$ cat config.mk
export PLATFORM = sky130hd
export DESIGN_NAME = dwm_monitor
export DESIGN_NICKNAME = d
export VERILOG_FILES = /design/src/dwm_pkg.sv /design/src/dwm_monitor.sv
export SDC_FILE = /design/constraint.sdc
export NUM_CORES = 2
export LEC_CHECK = 0
export ABC_AREA = 1
export BUFFER_PORTS_ARGS = -buffer_cell sky130_fd_sc_hd__buf_2
export CORE_ASPECT_RATIO = 1.75
export CORE_MARGIN = 2
export CORE_UTILIZATION = 45
export CTS_CLUSTER_SIZE = 14
export DETAILED_ROUTE_END_ITERATION = 10
export SKIP_LAST_GASP = 1
export SYNTH_ARGS = -nofsm -noshare
export SYNTH_HDL_FRONTEND = slang
export SYNTH_SLANG_ARGS = --single-unit
$ cat constraint.sdc
create_clock -name MCLK_IN -period 5.7 [get_ports MCLK_IN]
set_clock_uncertainty 0.05 [all_clocks]
set_input_delay 0 -clock MCLK_IN [delete_from_list [all_inputs] [get_ports MCLK_IN]]
set_output_delay 0 -clock MCLK_IN [all_outputs]
set_load 0.005 [all_outputs]
$ cat src/dwm_pkg.sv
/*
 * dwm_pkg: shared constants and carrier types of the drive warning monitor.
 * Assumes a 250 MHz system clock and a 32-bit APB register bus.
 */
`default_nettype none

package dwm_pkg;

    // clock and time
    localparam int unsigned CLK_KHZ          = 250_000;
    localparam int unsigned T_MOTOR_MS       = 100;
    localparam int unsigned T_LIMIT_MS       = 1000;
    localparam int unsigned T_BACKUP_MS      = 30;
    localparam int unsigned CYC_MOTOR        = T_MOTOR_MS * CLK_KHZ;
    localparam int unsigned CYC_LIMIT        = T_LIMIT_MS * CLK_KHZ;
    localparam int unsigned CYC_BACKUP       = T_BACKUP_MS * CLK_KHZ;
    localparam int unsigned CNT_W            = 28;

    // threshold ratios: 0.9 = 9/10, 0.88 = 22/25
    localparam logic [7:0]  HI_NUM           = 8'h09;
    localparam logic [7:0]  HI_DEN           = 8'h0A;
    localparam logic [7:0]  LO_NUM           = 8'h16;
    localparam logic [7:0]  LO_DEN           = 8'h19;

    // backup supply window in millivolts
    localparam logic [15:0] BACKUP_MIN_MV    = 16'h4650;
    localparam logic [15:0] BACKUP_MAX_MV    = 16'h8CA0;

    // register byte offsets
    localparam logic [7:0]  OFS_WARN_WORD    = 8'h00;
    localparam logic [7:0]  OFS_WARN_CODE    = 8'h04;
    localparam logic [7:0]  OFS_CTRL         = 8'h08;
    localparam logic [7:0]  OFS_MOTOR_MAX    = 8'h10;
    localparam logic [7:0]  OFS_BRIDGE_START = 8'h14;
    localparam logic [7:0]  OFS_REGEN_CAP    = 8'h18;
    localparam logic [7:0]  OFS_MOTOR_START  = 8'h1C;
    localparam logic [7:0]  OFS_AMB_START    = 8'h20;
    localparam logic [7:0]  OFS_AMB_MAX      = 8'h24;
    localparam logic [7:0]  OFS_BRIDGE_FAULT = 8'h28;
    localparam logic [7:0]  OFS_I2T_LIMIT    = 8'h2C;
    localparam logic [7:0]  OFS_IT_LIMIT     = 8'h30;
    localparam logic [7:0]  OFS_LOG_SEL      = 8'h34;
    localparam logic [7:0]  OFS_LOG_DATA     = 8'h38;

    // control register fields
    localparam int unsigned CTRL_MASK_LSB    = 0;
    localparam int unsigned CTRL_MANUAL_EN   = 3;
    localparam int unsigned CTRL_MOTION_EN   = 4;
    localparam int unsigned CTRL_AUTOMAN_CFG = 5;
    localparam int unsigned CTRL_FB_ID_LSB   = 8;
    localparam logic [15:0] CTRL_RESET       = 16'h0000;
    localparam logic [15:0] THRESH_RESET     = 16'hFFFF;

    // warning bit positions (bit n-1 holds warning n)
    localparam int unsigned W_BUS_OFF        = 0;
    localparam int unsigned W_MOTOR_THERM    = 1;
    localparam int unsigned W_BRIDGE_THERM   = 2;
    localparam int unsigned W_REGEN          = 3;
    localparam int unsigned W_TRACKING       = 4;
    localparam int unsigned W_LIMIT_SW       = 5;
    localparam int unsigned W_BACKUP         = 6;
    localparam int unsigned W_MANUAL         = 7;
    localparam int unsigned W_ENABLE_TRY     = 8;
    localparam int unsigned W_BRIDGE_LIMIT   = 9;
    localparam int unsigned W_MOTOR_LIMIT    = 10;
    localparam int unsigned W_AMB_LIMIT      = 11;
    localparam int unsigned W_AMB_THERM      = 12;
    localparam int unsigned W_FIELDBUS       = 13;
    localparam int unsigned W_APP1           = 14;
    localparam int unsigned W_APP2           = 15;
    localparam int unsigned W_I2T            = 16;
    localparam int unsigned W_IT             = 17;
    localparam int unsigned W_USED           = 18;

    typedef struct packed {
        logic        psel;
        logic        penable;
        logic        pwrite;
        logic [7:0]  paddr;
        logic [31:0] pwdata;
    } dwm_apb_req_t;

    typedef struct packed {
        logic        pready;
        logic        pslverr;
        logic [31:0] prdata;
    } dwm_apb_rsp_t;

    // measured quantities, all from logic on the same clock
    typedef struct packed {
        logic [15:0] motor_temp;
        logic [15:0] ambient_temp;
        logic [15:0] bridge_temp;
        logic [15:0] regen_power;
        logic [15:0] backup_mv;
        logic [15:0] i2t_value;
        logic [15:0] it_value;
        logic        bus_present;
        logic        softstart_done;
        logic        target_reached;
        logic        enable_request;
        logic [7:0]  fb_card_id;
        logic [1:0]  app_warn;
    } dwm_sense_t;

endpackage : dwm_pkg

`default_nettype wire

$ cat src/dwm_monitor.sv
/*
 * dwm_monitor: non-latching warning monitor with APB register access.
 * Assumes sensor values come from logic on MCLK_IN; digital input pins are
 * asynchronous and are synchronised here.
 */
// The APB interface to the registers and the address map were left to the implementer.
`default_nettype none

// What this block does
// - Every warning follows its condition and clears itself, no software clear.
// - Bus-off warning while DC bus absent and soft start unfinished.
// - Motor thermal: above 0.9 of max for over 100 ms; clears below 0.88.
// - Mask bit 0: bridge thermal, motor temperature above 0.9 bridge start for over 1 s, clears below 0.88.
// - Regen warning above 0.9 of capability; clears at or below it.
// - Tracking warning while motion monitoring enabled and target not reached.
// - Limit switch warning while either limit input is high.
// - Backup supply warning when outside 18 V to 36 V for 30 ms.
// - Manual mode warning: assigned line low and enable set; clears when line high.
// - Enable attempt warning: enable requested while hardware enable off or bus-off.
// - Bridge limit warning at 90% of fault limit; clears below 88%.
// - Mask bit 1: motor limit, above 0.9 start for over 1 s, clears below 0.88.
// - Mask bit 2: ambient limit, above 0.9 start for over 1 s, clears below 0.88.
// - Ambient thermal: above 0.9 of max for over 1 s, clears below 0.88, unmasked.
// - Card mismatch raises fieldbus warning and keeps fieldbus disabled.
// - Two application warnings set by the user control model.
// - I2T warning above limit; display dot lit while current limiting.
// - IT warning when current-time product exceeds its limit.
// - Warning positions 19 to 32 always read zero.
// - Nonzero warning codes are logged; the code is the number of the lowest active warning.

module dwm_monitor
    import dwm_pkg::*;
#(
    parameter int unsigned MOTOR_CYC  = dwm_pkg::CYC_MOTOR,  // motor thermal delay
    parameter int unsigned LIMIT_CYC  = dwm_pkg::CYC_LIMIT,  // one-second delay
    parameter int unsigned BACKUP_CYC = dwm_pkg::CYC_BACKUP, // backup supply delay
    parameter int unsigned LOG_DEPTH  = 8                    // warning history entries
) (
    input  wire logic                  MCLK_IN,        // 250 MHz clock
    input  wire logic                  RESETN_IN,      // async reset, active low
    input  wire dwm_pkg::dwm_apb_req_t APB_REQ_IN,     // apb request
    output var  dwm_pkg::dwm_apb_rsp_t APB_RSP_OUT,    // apb response
    input  wire dwm_pkg::dwm_sense_t   SENSE_IN,       // measured values
    input  wire logic                  LIMIT_POS_IN,   // positive limit pin
    input  wire logic                  LIMIT_NEG_IN,   // negative limit pin
    input  wire logic                  HW_ENABLE_IN,   // hardware enable pin
    input  wire logic                  AUTO_MAN_IN,    // auto/manual pin, low = manual
    input  wire logic                  CUR_LIMITING_IN, // current limiting active
    output logic [31:0]                WARN_WORD_OUT,  // warning word
    output logic [7:0]                 WARN_CODE_OUT,  // nonzero when a warning is present
    output logic                       SEG_DOT_OUT,    // display decimal point
    output logic                       FB_ENABLE_OUT   // fieldbus may initialise
);
    import dwm_pkg::*;

    localparam int unsigned LOG_AW = (LOG_DEPTH > 1) ? $clog2(LOG_DEPTH) : 1;

    typedef struct packed {
        logic [3:0]                  s1;
        logic [3:0]                  s2;
        logic [3:0]                  s3;
        logic [3:0]                  pin;
        logic [15:0]                 ctrl;
        logic [15:0]                 motor_max;
        logic [15:0]                 bridge_start;
        logic [15:0]                 regen_cap;
        logic [15:0]                 motor_start;
        logic [15:0]                 amb_start;
        logic [15:0]                 amb_max;
        logic [15:0]                 bridge_fault;
        logic [15:0]                 i2t_limit;
        logic [15:0]                 it_limit;
        logic [LOG_AW-1:0]           log_sel;
        logic [LOG_AW-1:0]           log_wp;
        logic [LOG_DEPTH-1:0][7:0]   log_mem;
        logic [CNT_W-1:0]            c_motor;
        logic [CNT_W-1:0]            c_bridge;
        logic [CNT_W-1:0]            c_mlim;
        logic [CNT_W-1:0]            c_alim;
        logic [CNT_W-1:0]            c_amb;
        logic [CNT_W-1:0]            c_backup;
        logic [31:0]                 warn;
        logic [7:0]                  code;
        logic                        dot;
        logic                        fb_en;
        dwm_apb_rsp_t                rsp;
    } dwm_state_t;

    dwm_state_t st_q;
    dwm_state_t st_d;

    // a * den > b * num style comparisons without division
    function automatic logic frac_gt(input logic [15:0] a, input logic [7:0] da,
                                     input logic [15:0] b, input logic [7:0] db);
        logic [23:0] pa;
        logic [23:0] pb;
        pa = a * da;
        pb = b * db;
        return pa > pb;
    endfunction

    function automatic logic frac_lt(input logic [15:0] a, input logic [7:0] da,
                                     input logic [15:0] b, input logic [7:0] db);
        logic [23:0] pa;
        logic [23:0] pb;
        pa = a * da;
        pb = b * db;
        return pa < pb;
    endfunction

    // time qualification: counts while cond holds, saturates at lim
    function automatic logic [CNT_W-1:0] qual_cnt(input logic [CNT_W-1:0] cnt,
                                                  input logic cond,
                                                  input logic [CNT_W-1:0] lim);
        logic [CNT_W-1:0] n;
        n = '0;
        if (cond) begin
            n = (cnt == lim) ? cnt : cnt + 1'b1;
        end
        return n;
    endfunction

    // lowest active warning number, 0 when none
    function automatic logic [7:0] warn_code(input logic [31:0] w);
        logic [7:0] c;
        c = 8'h00;
        for (int i = W_USED - 1; i >= 0; i--) begin
            if (w[i]) begin
                c = 8'(i + 1);
            end
        end
        return c;
    endfunction

    logic [CNT_W-1:0] lim_motor;
    logic [CNT_W-1:0] lim_sec;
    logic [CNT_W-1:0] lim_backup;

    assign lim_motor  = CNT_W'(MOTOR_CYC);
    assign lim_sec    = CNT_W'(LIMIT_CYC);
    assign lim_backup = CNT_W'(BACKUP_CYC);

    always_comb begin
        logic [2:0]  mask;
        logic        hi_motor;
        logic        hi_bridge;
        logic        hi_mlim;
        logic        hi_alim;
        logic        hi_amb;
        logic        out_win;
        logic        wr_en;
        logic        rd_ok;
        logic [31:0] rdata;
        logic [31:0] w;
        logic [7:0]  code_n;

        st_d  = st_q;
        mask  = st_q.ctrl[CTRL_MASK_LSB +: 3];
        w     = st_q.warn;
        rd_ok = 1'b1;
        rdata = 32'h0000_0000;

        // pin synchronisers: a level counts once stages 2 and 3 agree
        st_d.s1 = {AUTO_MAN_IN, HW_ENABLE_IN, LIMIT_NEG_IN, LIMIT_POS_IN};
        st_d.s2 = st_q.s1;
        st_d.s3 = st_q.s2;
        for (int i = 0; i < 4; i++) begin
            if (st_q.s2[i] == st_q.s3[i]) begin
                st_d.pin[i] = st_q.s3[i];
            end
        end

        // time-qualified over-threshold conditions
        hi_motor  = frac_gt(SENSE_IN.motor_temp, HI_DEN, st_q.motor_max, HI_NUM);
        hi_bridge = frac_gt(SENSE_IN.motor_temp, HI_DEN, st_q.bridge_start, HI_NUM) && mask[0];
        hi_mlim   = frac_gt(SENSE_IN.motor_temp, HI_DEN, st_q.motor_start, HI_NUM) && mask[1];
        hi_alim   = frac_gt(SENSE_IN.ambient_temp, HI_DEN, st_q.amb_start, HI_NUM) && mask[2];
        hi_amb    = frac_gt(SENSE_IN.ambient_temp, HI_DEN, st_q.amb_max, HI_NUM);
        out_win   = (SENSE_IN.backup_mv < BACKUP_MIN_MV) || (SENSE_IN.backup_mv > BACKUP_MAX_MV);

        st_d.c_motor  = qual_cnt(st_q.c_motor, hi_motor, lim_motor);
        st_d.c_bridge = qual_cnt(st_q.c_bridge, hi_bridge, lim_sec);
        st_d.c_mlim   = qual_cnt(st_q.c_mlim, hi_mlim, lim_sec);
        st_d.c_alim   = qual_cnt(st_q.c_alim, hi_alim, lim_sec);
        st_d.c_amb    = qual_cnt(st_q.c_amb, hi_amb, lim_sec);
        st_d.c_backup = qual_cnt(st_q.c_backup, out_win, lim_backup);

        // plain conditions follow their cause every cycle
        w[W_BUS_OFF]  = !SENSE_IN.bus_present && !SENSE_IN.softstart_done;
        w[W_REGEN]    = frac_gt(SENSE_IN.regen_power, HI_DEN,
                                st_q.regen_cap, HI_NUM);
        w[W_TRACKING] = st_q.ctrl[CTRL_MOTION_EN] && !SENSE_IN.target_reached;
        w[W_LIMIT_SW] = st_q.pin[0] || st_q.pin[1];
        w[W_BACKUP]   = out_win && (st_q.c_backup == lim_backup);
        w[W_MANUAL]   = st_q.ctrl[CTRL_AUTOMAN_CFG] && !st_q.pin[3]
                        && st_q.ctrl[CTRL_MANUAL_EN];
        w[W_ENABLE_TRY] = SENSE_IN.enable_request
                          && (!st_q.pin[2] || st_q.warn[W_BUS_OFF]);
        w[W_FIELDBUS] = SENSE_IN.fb_card_id != st_q.ctrl[CTRL_FB_ID_LSB +: 8];
        w[W_APP1]     = SENSE_IN.app_warn[0];
        w[W_APP2]     = SENSE_IN.app_warn[1];
        w[W_I2T]      = SENSE_IN.i2t_value > st_q.i2t_limit;
        w[W_IT]       = SENSE_IN.it_value > st_q.it_limit;
        w[31:W_USED]  = '0;

        // hysteresis warnings: set when qualified, clear below the low level
        if (hi_motor && st_q.c_motor == lim_motor) begin
            w[W_MOTOR_THERM] = 1'b1;
        end else if (frac_lt(SENSE_IN.motor_temp, LO_DEN, st_q.motor_max, LO_NUM)) begin
            w[W_MOTOR_THERM] = 1'b0;
        end
        if (!mask[0]) begin
            w[W_BRIDGE_THERM] = 1'b0;
        end else if (hi_bridge && st_q.c_bridge == lim_sec) begin
            w[W_BRIDGE_THERM] = 1'b1;
        end else if (frac_lt(SENSE_IN.motor_temp, LO_DEN, st_q.bridge_start, LO_NUM)) begin
            w[W_BRIDGE_THERM] = 1'b0;
        end
        if (!frac_lt(SENSE_IN.bridge_temp, HI_DEN, st_q.bridge_fault, HI_NUM)) begin
            w[W_BRIDGE_LIMIT] = 1'b1;
        end else if (frac_lt(SENSE_IN.bridge_temp, LO_DEN, st_q.bridge_fault, LO_NUM)) begin
            w[W_BRIDGE_LIMIT] = 1'b0;
        end
        if (!mask[1]) begin
            w[W_MOTOR_LIMIT] = 1'b0;
        end else if (hi_mlim && st_q.c_mlim == lim_sec) begin
            w[W_MOTOR_LIMIT] = 1'b1;
        end else if (frac_lt(SENSE_IN.motor_temp, LO_DEN, st_q.motor_start, LO_NUM)) begin
            w[W_MOTOR_LIMIT] = 1'b0;
        end
        if (!mask[2]) begin
            w[W_AMB_LIMIT] = 1'b0;
        end else if (hi_alim && st_q.c_alim == lim_sec) begin
            w[W_AMB_LIMIT] = 1'b1;
        end else if (frac_lt(SENSE_IN.ambient_temp, LO_DEN, st_q.amb_start, LO_NUM)) begin
            w[W_AMB_LIMIT] = 1'b0;
        end
        if (hi_amb && st_q.c_amb == lim_sec) begin
            w[W_AMB_THERM] = 1'b1;
        end else if (frac_lt(SENSE_IN.ambient_temp, LO_DEN, st_q.amb_max, LO_NUM)) begin
            w[W_AMB_THERM] = 1'b0;
        end

        st_d.warn  = w;
        code_n     = warn_code(w);
        st_d.code  = code_n;
        st_d.dot   = CUR_LIMITING_IN;
        st_d.fb_en = !w[W_FIELDBUS];

        // history: log each new nonzero code
        if (code_n != 8'h00 && code_n != st_q.code) begin
            st_d.log_mem[st_q.log_wp] = code_n;
            st_d.log_wp = (st_q.log_wp == LOG_AW'(LOG_DEPTH - 1)) ? '0 : st_q.log_wp + 1'b1;
        end

        // apb: zero-wait, answer prepared in the setup cycle
        wr_en = APB_REQ_IN.psel && APB_REQ_IN.penable && st_q.rsp.pready
                && APB_REQ_IN.pwrite;
        unique case (APB_REQ_IN.paddr)
            OFS_WARN_WORD:    rdata = st_q.warn;
            OFS_WARN_CODE:    rdata = {24'h00_0000, st_q.code};
            OFS_CTRL:         rdata = {16'h0000, st_q.ctrl};
            OFS_MOTOR_MAX:    rdata = {16'h0000, st_q.motor_max};
            OFS_BRIDGE_START: rdata = {16'h0000, st_q.bridge_start};
            OFS_REGEN_CAP:    rdata = {16'h0000, st_q.regen_cap};
            OFS_MOTOR_START:  rdata = {16'h0000, st_q.motor_start};
            OFS_AMB_START:    rdata = {16'h0000, st_q.amb_start};
            OFS_AMB_MAX:      rdata = {16'h0000, st_q.amb_max};
            OFS_BRIDGE_FAULT: rdata = {16'h0000, st_q.bridge_fault};
            OFS_I2T_LIMIT:    rdata = {16'h0000, st_q.i2t_limit};
            OFS_IT_LIMIT:     rdata = {16'h0000, st_q.it_limit};
            OFS_LOG_SEL:      rdata = 32'(st_q.log_sel);
            OFS_LOG_DATA:     rdata = {24'h00_0000, st_q.log_mem[st_q.log_sel]};
            default:          rd_ok = 1'b0;
        endcase

        if (wr_en) begin
            unique case (APB_REQ_IN.paddr)
                OFS_CTRL:         st_d.ctrl         = APB_REQ_IN.pwdata[15:0];
                OFS_MOTOR_MAX:    st_d.motor_max    = APB_REQ_IN.pwdata[15:0];
                OFS_BRIDGE_START: st_d.bridge_start = APB_REQ_IN.pwdata[15:0];
                OFS_REGEN_CAP:    st_d.regen_cap    = APB_REQ_IN.pwdata[15:0];
                OFS_MOTOR_START:  st_d.motor_start  = APB_REQ_IN.pwdata[15:0];
                OFS_AMB_START:    st_d.amb_start    = APB_REQ_IN.pwdata[15:0];
                OFS_AMB_MAX:      st_d.amb_max      = APB_REQ_IN.pwdata[15:0];
                OFS_BRIDGE_FAULT: st_d.bridge_fault = APB_REQ_IN.pwdata[15:0];
                OFS_I2T_LIMIT:    st_d.i2t_limit    = APB_REQ_IN.pwdata[15:0];
                OFS_IT_LIMIT:     st_d.it_limit     = APB_REQ_IN.pwdata[15:0];
                OFS_LOG_SEL:      st_d.log_sel      = APB_REQ_IN.pwdata[LOG_AW-1:0];
                default:          st_d.log_sel      = st_q.log_sel;
            endcase
        end

        // pready high only in the access cycle following setup
        st_d.rsp.pready  = APB_REQ_IN.psel && !APB_REQ_IN.penable;
        st_d.rsp.pslverr = APB_REQ_IN.psel && !APB_REQ_IN.penable
                           && (!rd_ok || (APB_REQ_IN.pwrite
                               && (APB_REQ_IN.paddr == OFS_WARN_WORD
                                   || APB_REQ_IN.paddr == OFS_WARN_CODE
                                   || APB_REQ_IN.paddr == OFS_LOG_DATA)));
        st_d.rsp.prdata  = (APB_REQ_IN.psel && !APB_REQ_IN.penable
                            && !APB_REQ_IN.pwrite) ? rdata : 32'h0000_0000;
    end

    always_ff @(posedge MCLK_IN or negedge RESETN_IN) begin
        if (!RESETN_IN) begin
            st_q              <= '0;
            st_q.ctrl         <= CTRL_RESET;
            st_q.motor_max    <= THRESH_RESET;
            st_q.bridge_start <= THRESH_RESET;
            st_q.regen_cap    <= THRESH_RESET;
            st_q.motor_start  <= THRESH_RESET;
            st_q.amb_start    <= THRESH_RESET;
            st_q.amb_max      <= THRESH_RESET;
            st_q.bridge_fault <= THRESH_RESET;
            st_q.i2t_limit    <= THRESH_RESET;
            st_q.it_limit     <= THRESH_RESET;
        end else begin
            st_q <= st_d;
        end
    end

    assign APB_RSP_OUT   = st_q.rsp;
    assign WARN_WORD_OUT = st_q.warn;
    assign WARN_CODE_OUT = st_q.code;
    assign SEG_DOT_OUT   = st_q.dot;
    assign FB_ENABLE_OUT = st_q.fb_en;

endmodule : dwm_monitor

`default_nettype wire

* Word level (Yosys, flattened, before mapping)
Index checks and enable logic that the tools add are counted.
Word-level totals: flip-flop bits (word level) 476, input port bits 176, output and inout bits 76, word-level logic and storage cells 225
Operators by class: muxes and demuxes 54, magnitude comparators 20, eq/ne operators 32, add/sub/neg operators 7, reductions and logical operators 52, multipliers 20
Operators with widths (count):
- $mux 28 | 12
- $mul 16x4->20 const B | 13
- $pmux 18 s14 | 1
- $add 28x1->28 const B | 6
- $mux 8 | 19
- $lt 21x21->1 | 6
- $gt 20x20->1 | 6
- $eq 28x28->1 const B | 4
- $mul 16x3->19 const B | 4
- $bwmux 64 | 1
- $mul 16x5->21 const B | 3
- $eq 8x6->1 const B | 7
- $eq 8x5->1 const B | 4
- $gt 16x16->1 | 2
- $mux 32 | 1
- $eq 28x23->1 const B | 1
- $eq 28x25->1 const B | 1
- $bmux 8 s3 | 1
- $demux 8 s3 | 1
- $logic_and 1x1->1 | 23
- $reduce_and 2->1 | 11
- $lt 20x20->1 | 1
- $gt 16x16->1 const B | 1
- $lt 16x15->1 const B | 1
- other kinds (17) | 55

* Depth between registers and ports, before layout
depth after elaboration 21, mapped depth 49, mapped depth without buffers 48

* Worst setup path before layout
OpenSTA, ideal clock, no wires.
kind register to register, start point reg st_q[397] (netlist bit), end point reg st_q[244] (netlist bit), period minus slack after synthesis 5.825 ns, path buffers 1, stages on the path, launching flop included 45, setup time 0.117 ns, arrival 5.658 ns, data required time 5.533 ns, path slack -0.125 ns, cells stage by stage dfstp_2 ha_1 inv_1 fa_1 inv_1 ha_1 inv_1 o31ai_1 nand2_1 nand2_1 a21oi_1 o21ai_0 a21oi_1 o21bai_1 a21oi_1 o21bai_1 a21oi_1 o21ai_0 (+9 left out) nand3_1 nand2_1 nand2_2 nand2_2 nand2_2 inv_1 nand2_1 nand2_1 nand2_1 nand2_2 a21oi_4 xor2_1 nor2_2 nand3_4 buf_12 nand3_4 nand2_1 nand2_1
Between the ends: cells in the longest elaborated chain, start to end 19, elaborated cells between the ends (all ways) 24, classes of those cells mul: 2; order compare: 2; eq/ne: 1; mux: 15; reduce/logical: 4
RTL lines:
- start: declaration | line dwm_monitor.sv:89 | dwm_state_t st_q;
- start signal: assignment | line dwm_monitor.sv:319 | st_q <= st_d;
- $mul 16x4->20 | line dwm_monitor.sv:98 | pb = b * db;
- $gt 20x20->1 | line dwm_monitor.sv:99 | return pa > pb;
- $logic_and 1x1->1 | line dwm_monitor.sv:176 | hi_mlim = frac_gt(SENSE_IN.motor_temp, HI_DEN, st_q.motor_start, HI_NUM) && mask[1];
- $logic_and 1x1->1 | line dwm_monitor.sv:226 | end else if (hi_mlim && st_q.c_mlim == lim_sec) begin
- $mux 1 (*) | line dwm_monitor.sv:226
- $mux 1 (*) | line dwm_monitor.sv:224 | if (!mask[1]) begin
- $mux 8 (*) (11 in series) | line dwm_monitor.sv:128 | if (w[i]) begin
- $ne 8x8->1 / $reduce_bool 8->1 (equally long branches) | line dwm_monitor.sv:251 | if (code_n != 8'h00 && code_n != st_q.code) begin
- $logic_and 1x1->1 | line dwm_monitor.sv:251
Mark *: on every way between the ends. The rest lies on a longest branch, timed or not. A chain may end at the register's enable or synchronous reset.

* Worst setup path in the final report
start point reg st_q[427] (netlist bit), end point reg st_q[300] (netlist bit)
Between the ends: cells in the longest elaborated chain, start to end 11, elaborated cells between the ends (all ways) 16, classes of those cells mul: 2; order compare: 2; eq/ne: 1; mux: 7; reduce/logical: 4
RTL lines:
- $mul 16x4->20 | line dwm_monitor.sv:98
- $gt 20x20->1 | line dwm_monitor.sv:99
- $logic_and 1x1->1 | line dwm_monitor.sv:175 | hi_bridge = frac_gt(SENSE_IN.motor_temp, HI_DEN, st_q.bridge_start, HI_NUM) && mask[0];
- $logic_and 1x1->1 | line dwm_monitor.sv:214 | end else if (hi_bridge && st_q.c_bridge == lim_sec) begin
- $mux 1 (*) | line dwm_monitor.sv:214
- $mux 1 (*) | line dwm_monitor.sv:212 | if (!mask[0]) begin
- $mux 8 (*) (3 in series) | line dwm_monitor.sv:128
- $ne 8x8->1 / $reduce_bool 8->1 (equally long branches) | line dwm_monitor.sv:251
- $logic_and 1x1->1 | line dwm_monitor.sv:251
Marked as above.

==> results by group <==
Timing
  • Final hold viol count: 0
  • Slew @ Worst Pin: 1.23 ns
  • Number of setup violations in the final report: 47
  • Peak Freq: 154 MHz
  • Final setup margin: -0.776 ns
  • Setup TNS: -30.63 ns
  • Max Slew Vio Count: 0
  • Slew HR: 17.7%
  • Tmin final: 6.48 ns
  • Period utilization: 114%
  • RSZ-0062 raised after global routing: yes

Clocking
  • CTS max path bufs: 3
  • Clk sinks: 435
  • CTS buffer count: 49
  • H-tree levels: 2
  • Skew-Pair Late Insertion Delay: 0.66 ns
  • TritonCTS clock tree: yes
  • Root buffer cell: clkbuf_16
  • Clk slew on worst S/H paths: 0.07 ns

Flow run
  • Max Cap Viol: 0

Global routing
  • Largest net degree at the start of global routing: 173
  • Remaining Overflow, GRT: 0
  • Initial antenna violation count: 4
  • Vias in the first global route: 44162
  • First-pass GRT wire length: 237000 um
  • GR Util All Layers: 28.2%

Routing
  • DR pass1 iterations: 6
  • Initial DRC count: 2258
  • Drt wl/cell: 18.6 um
  • DR vias: 43831
  • Vias per cell: 5.27
  • Drc violations: 0
  • Final WL: 155000 um
  • Antenna Nets Post-Route: 0

Place
  • Placed Area: 55000 um2
  • Port buffer count: 204
  • RD Place Congestion: 1.01
  • Placed insts: 8125
  • Detailed Place HPWL: 126000 um

Synthesis
  • Most common cell in the netlist: inv_1
  • Ys async rst share: 100%
  • Most frequent cells after synthesis: inv_1 (1204), ha_1 (959), nand2_1 (839)
  • Synthesized instance count: 5966
  • Mapped Area: 47500 um2
  • Post-synth top flop: dfrtp_1
  • Synth top area cells: ha_1 (25%), dfrtp_1 (15%), inv_1 (9.5%)
  • Count of state elements after synthesis: 435
  • Post-synth EDFFs: 0
  • Largest area contributor in the netlist: ha_1
  • Avg Cell Area, Syn: 7.97 um2
  • Synthesis Warnings: 0
  • Top-area cell type share of the netlist area: 25.2%
  • Netlist cell types: 69
  • Sequential share of the synthesized area: 23.3%

Setup path
  • CP required: 6.19 ns
  • R2r endpoint: st_q[300]
  • Slowest CP cell: dfstp_2
  • Most used cell, CP: nand2_1
  • Crit. End Element: flop
  • Worst path depth: 44
  • Setup Crit Path Kind: reg2reg
  • CP top delay family: compound AO/OA/AOI/OAI gates
  • Reg2reg path depth: 44
  • Worst R2R Setup Slack: -0.78 ns
  • Critical path's largest stage delay: 0.54 ns
  • CP Max Fanout: 6
  • Startpoint type of the worst setup path: flop
  • Crit path arrival time: 6.96 ns
  • Reg2Reg Launch Point: st_q[427]
  • Buf/Inv on CP: 6

Floorplan
  • Die width: 250 um
  • Die area: 108000 um2
  • Die Y: 434 um
  • Initial Util: 45.4%
  • Row count: 157
  • Ports: 252
  • Core ar.: 105000 um2

Hold path
  • Hold Path Origin: APB_REQ_IN[42]
  • Hold Path Cell Cnt: 6
  • Hold Path End: st_q[311]
  • Hold WC Path Type: in2reg

Cells and area
  • Fill count: 9816
  • Final std cells w/o fill: 8314
  • Final nets: 8176
  • Share of cells above drive strength 1: 20.2%
  • Layout area overhead: 23.2%
  • Design area: 58600 um2
  • Final core utilization: 55.9%

Power and ir drop
  • Cell Pwr Density: 205 nW/um2
  • P_leak: 29.7 nW
  • Final Total Pwr: 0.0120 W
  • Worst vdd ir: 0.257 mV

Outcome
  • Status: finished, violations left
  • Failing checks: setup timing
==> through the flow <==
stage / hold WS, ns / setup WS, ns
after floorplan: -0.346 / 0.00702
after global placement: -0.100 / -0.843
after detailed placement: -0.0946 / -0.930
after CTS: 0.00220 / -0.696
after global routing: 0.0653 / -1.13
final: 0.0608 / -0.776
==> power by group <==
group / switching (W) / internal (W) / total, W
Clock: 0.00151 / 0.00200 / 0.00351
Combinational: 0.00289 / 0.00219 / 0.00508
Sequential: 0.000147 / 0.00326 / 0.00341
==> state kept, by name, indices dropped and copies added, names as in the netlist <==
signal	count
st_q	382
APB_RSP_OUT	20
WARN_WORD_OUT	18
st_d	8
WARN_CODE_OUT	5
FB_ENABLE_OUT	1
SEG_DOT_OUT	1
==> routing by layer <==
layer	up-vias	part of all wire, %	routed length (um)	track usage [%]
met5	-	0	0	0
met4	0	8.0	12400	19.1
met3	414	4.8	7440	3.35
met2	1155	51	78700	52.7
met1	20791	36	56100	29.3
li1	21471	-	-	-
==> cells in the final DEF (no fill, tap or decap), drive strengths merged, types with 31 or more instances in the layout <==
cell type / n
o21ai: 315
dlygate4sd3: 38
inv: 1218
clkbuf: 71
xnor2: 94
nor2: 344
dfstp: 144
buf: 977
fa: 122
nor3: 131
nor4: 42
a21oi: 438
nand3: 134
nand4: 114
o22ai: 48
xor2: 237
conb: 31
nand2: 852
o21bai: 105
dfrtp: 291
ha: 959
==> cell type report <==
cell class	count	area (um2)	area share, %
Antenna cell	3	7.51	0.0128
Clock inverter	27	382	0.652
Clock buffer	65	1380	2.35
Multi-Input combinational cell	4195	31800	54.3
Tap cell	1351	1690	2.89
Timing Repair Buffer	1021	7670	13.1
Sequential cell	435	11100	18.9
Inverter	1217	4580	7.82
==> kinds of logic after synthesis <==
kind of cell	share of synthesized area (%)
adder cells (fa/ha/maj)	30.5
other	0.00789
AND/OR/NAND/NOR	15.9
AO/OA/AOI/OAI	12.8
flip-flops	23.3
buffers and inverters	11.5
XOR/XNOR	6.10
==> timing repair <==
item | in CTS | in global routing
hold endpoints to repair | 366 | 0
setup endpoints to repair | 48 | 96
pin swaps | 38 | 133
resized for setup | 54 | 142
gates cloned | 3 | 7
buffers inserted | 17 | 31
hold buffers | 39 | 0
==> worst min-delay path: cells and delay by family <==
| family | cells | cell delay [ns] |
|---|---|---|
| buffers and inverters | 2 | 0.31 |
| AOI/OAI and AO/OA | 1 | 0.10 |
| and+or+nand+nor | 3 | 0.31 |
==> worst max-delay path by stage <==
| stage | start | end | slack [ns] |
|---|---|---|---|
| 2_1_floorplan | st_q[348] | st_q[244] | 0.007 |
| 3_3_place_gp | SENSE_IN[80] | st_q[261] | -0.84 |
| 3_5_place_dp | SENSE_IN[80] | st_q[270] | -0.93 |
| 4_1_cts | st_q[348] | st_q[276] | -0.70 |
| 5_1_grt | st_q[429] | st_q[271] | -1.13 |
| 6_report | st_q[427] | st_q[300] | -0.78 |
No activity file was read; power rests on OpenSTA's default activity.
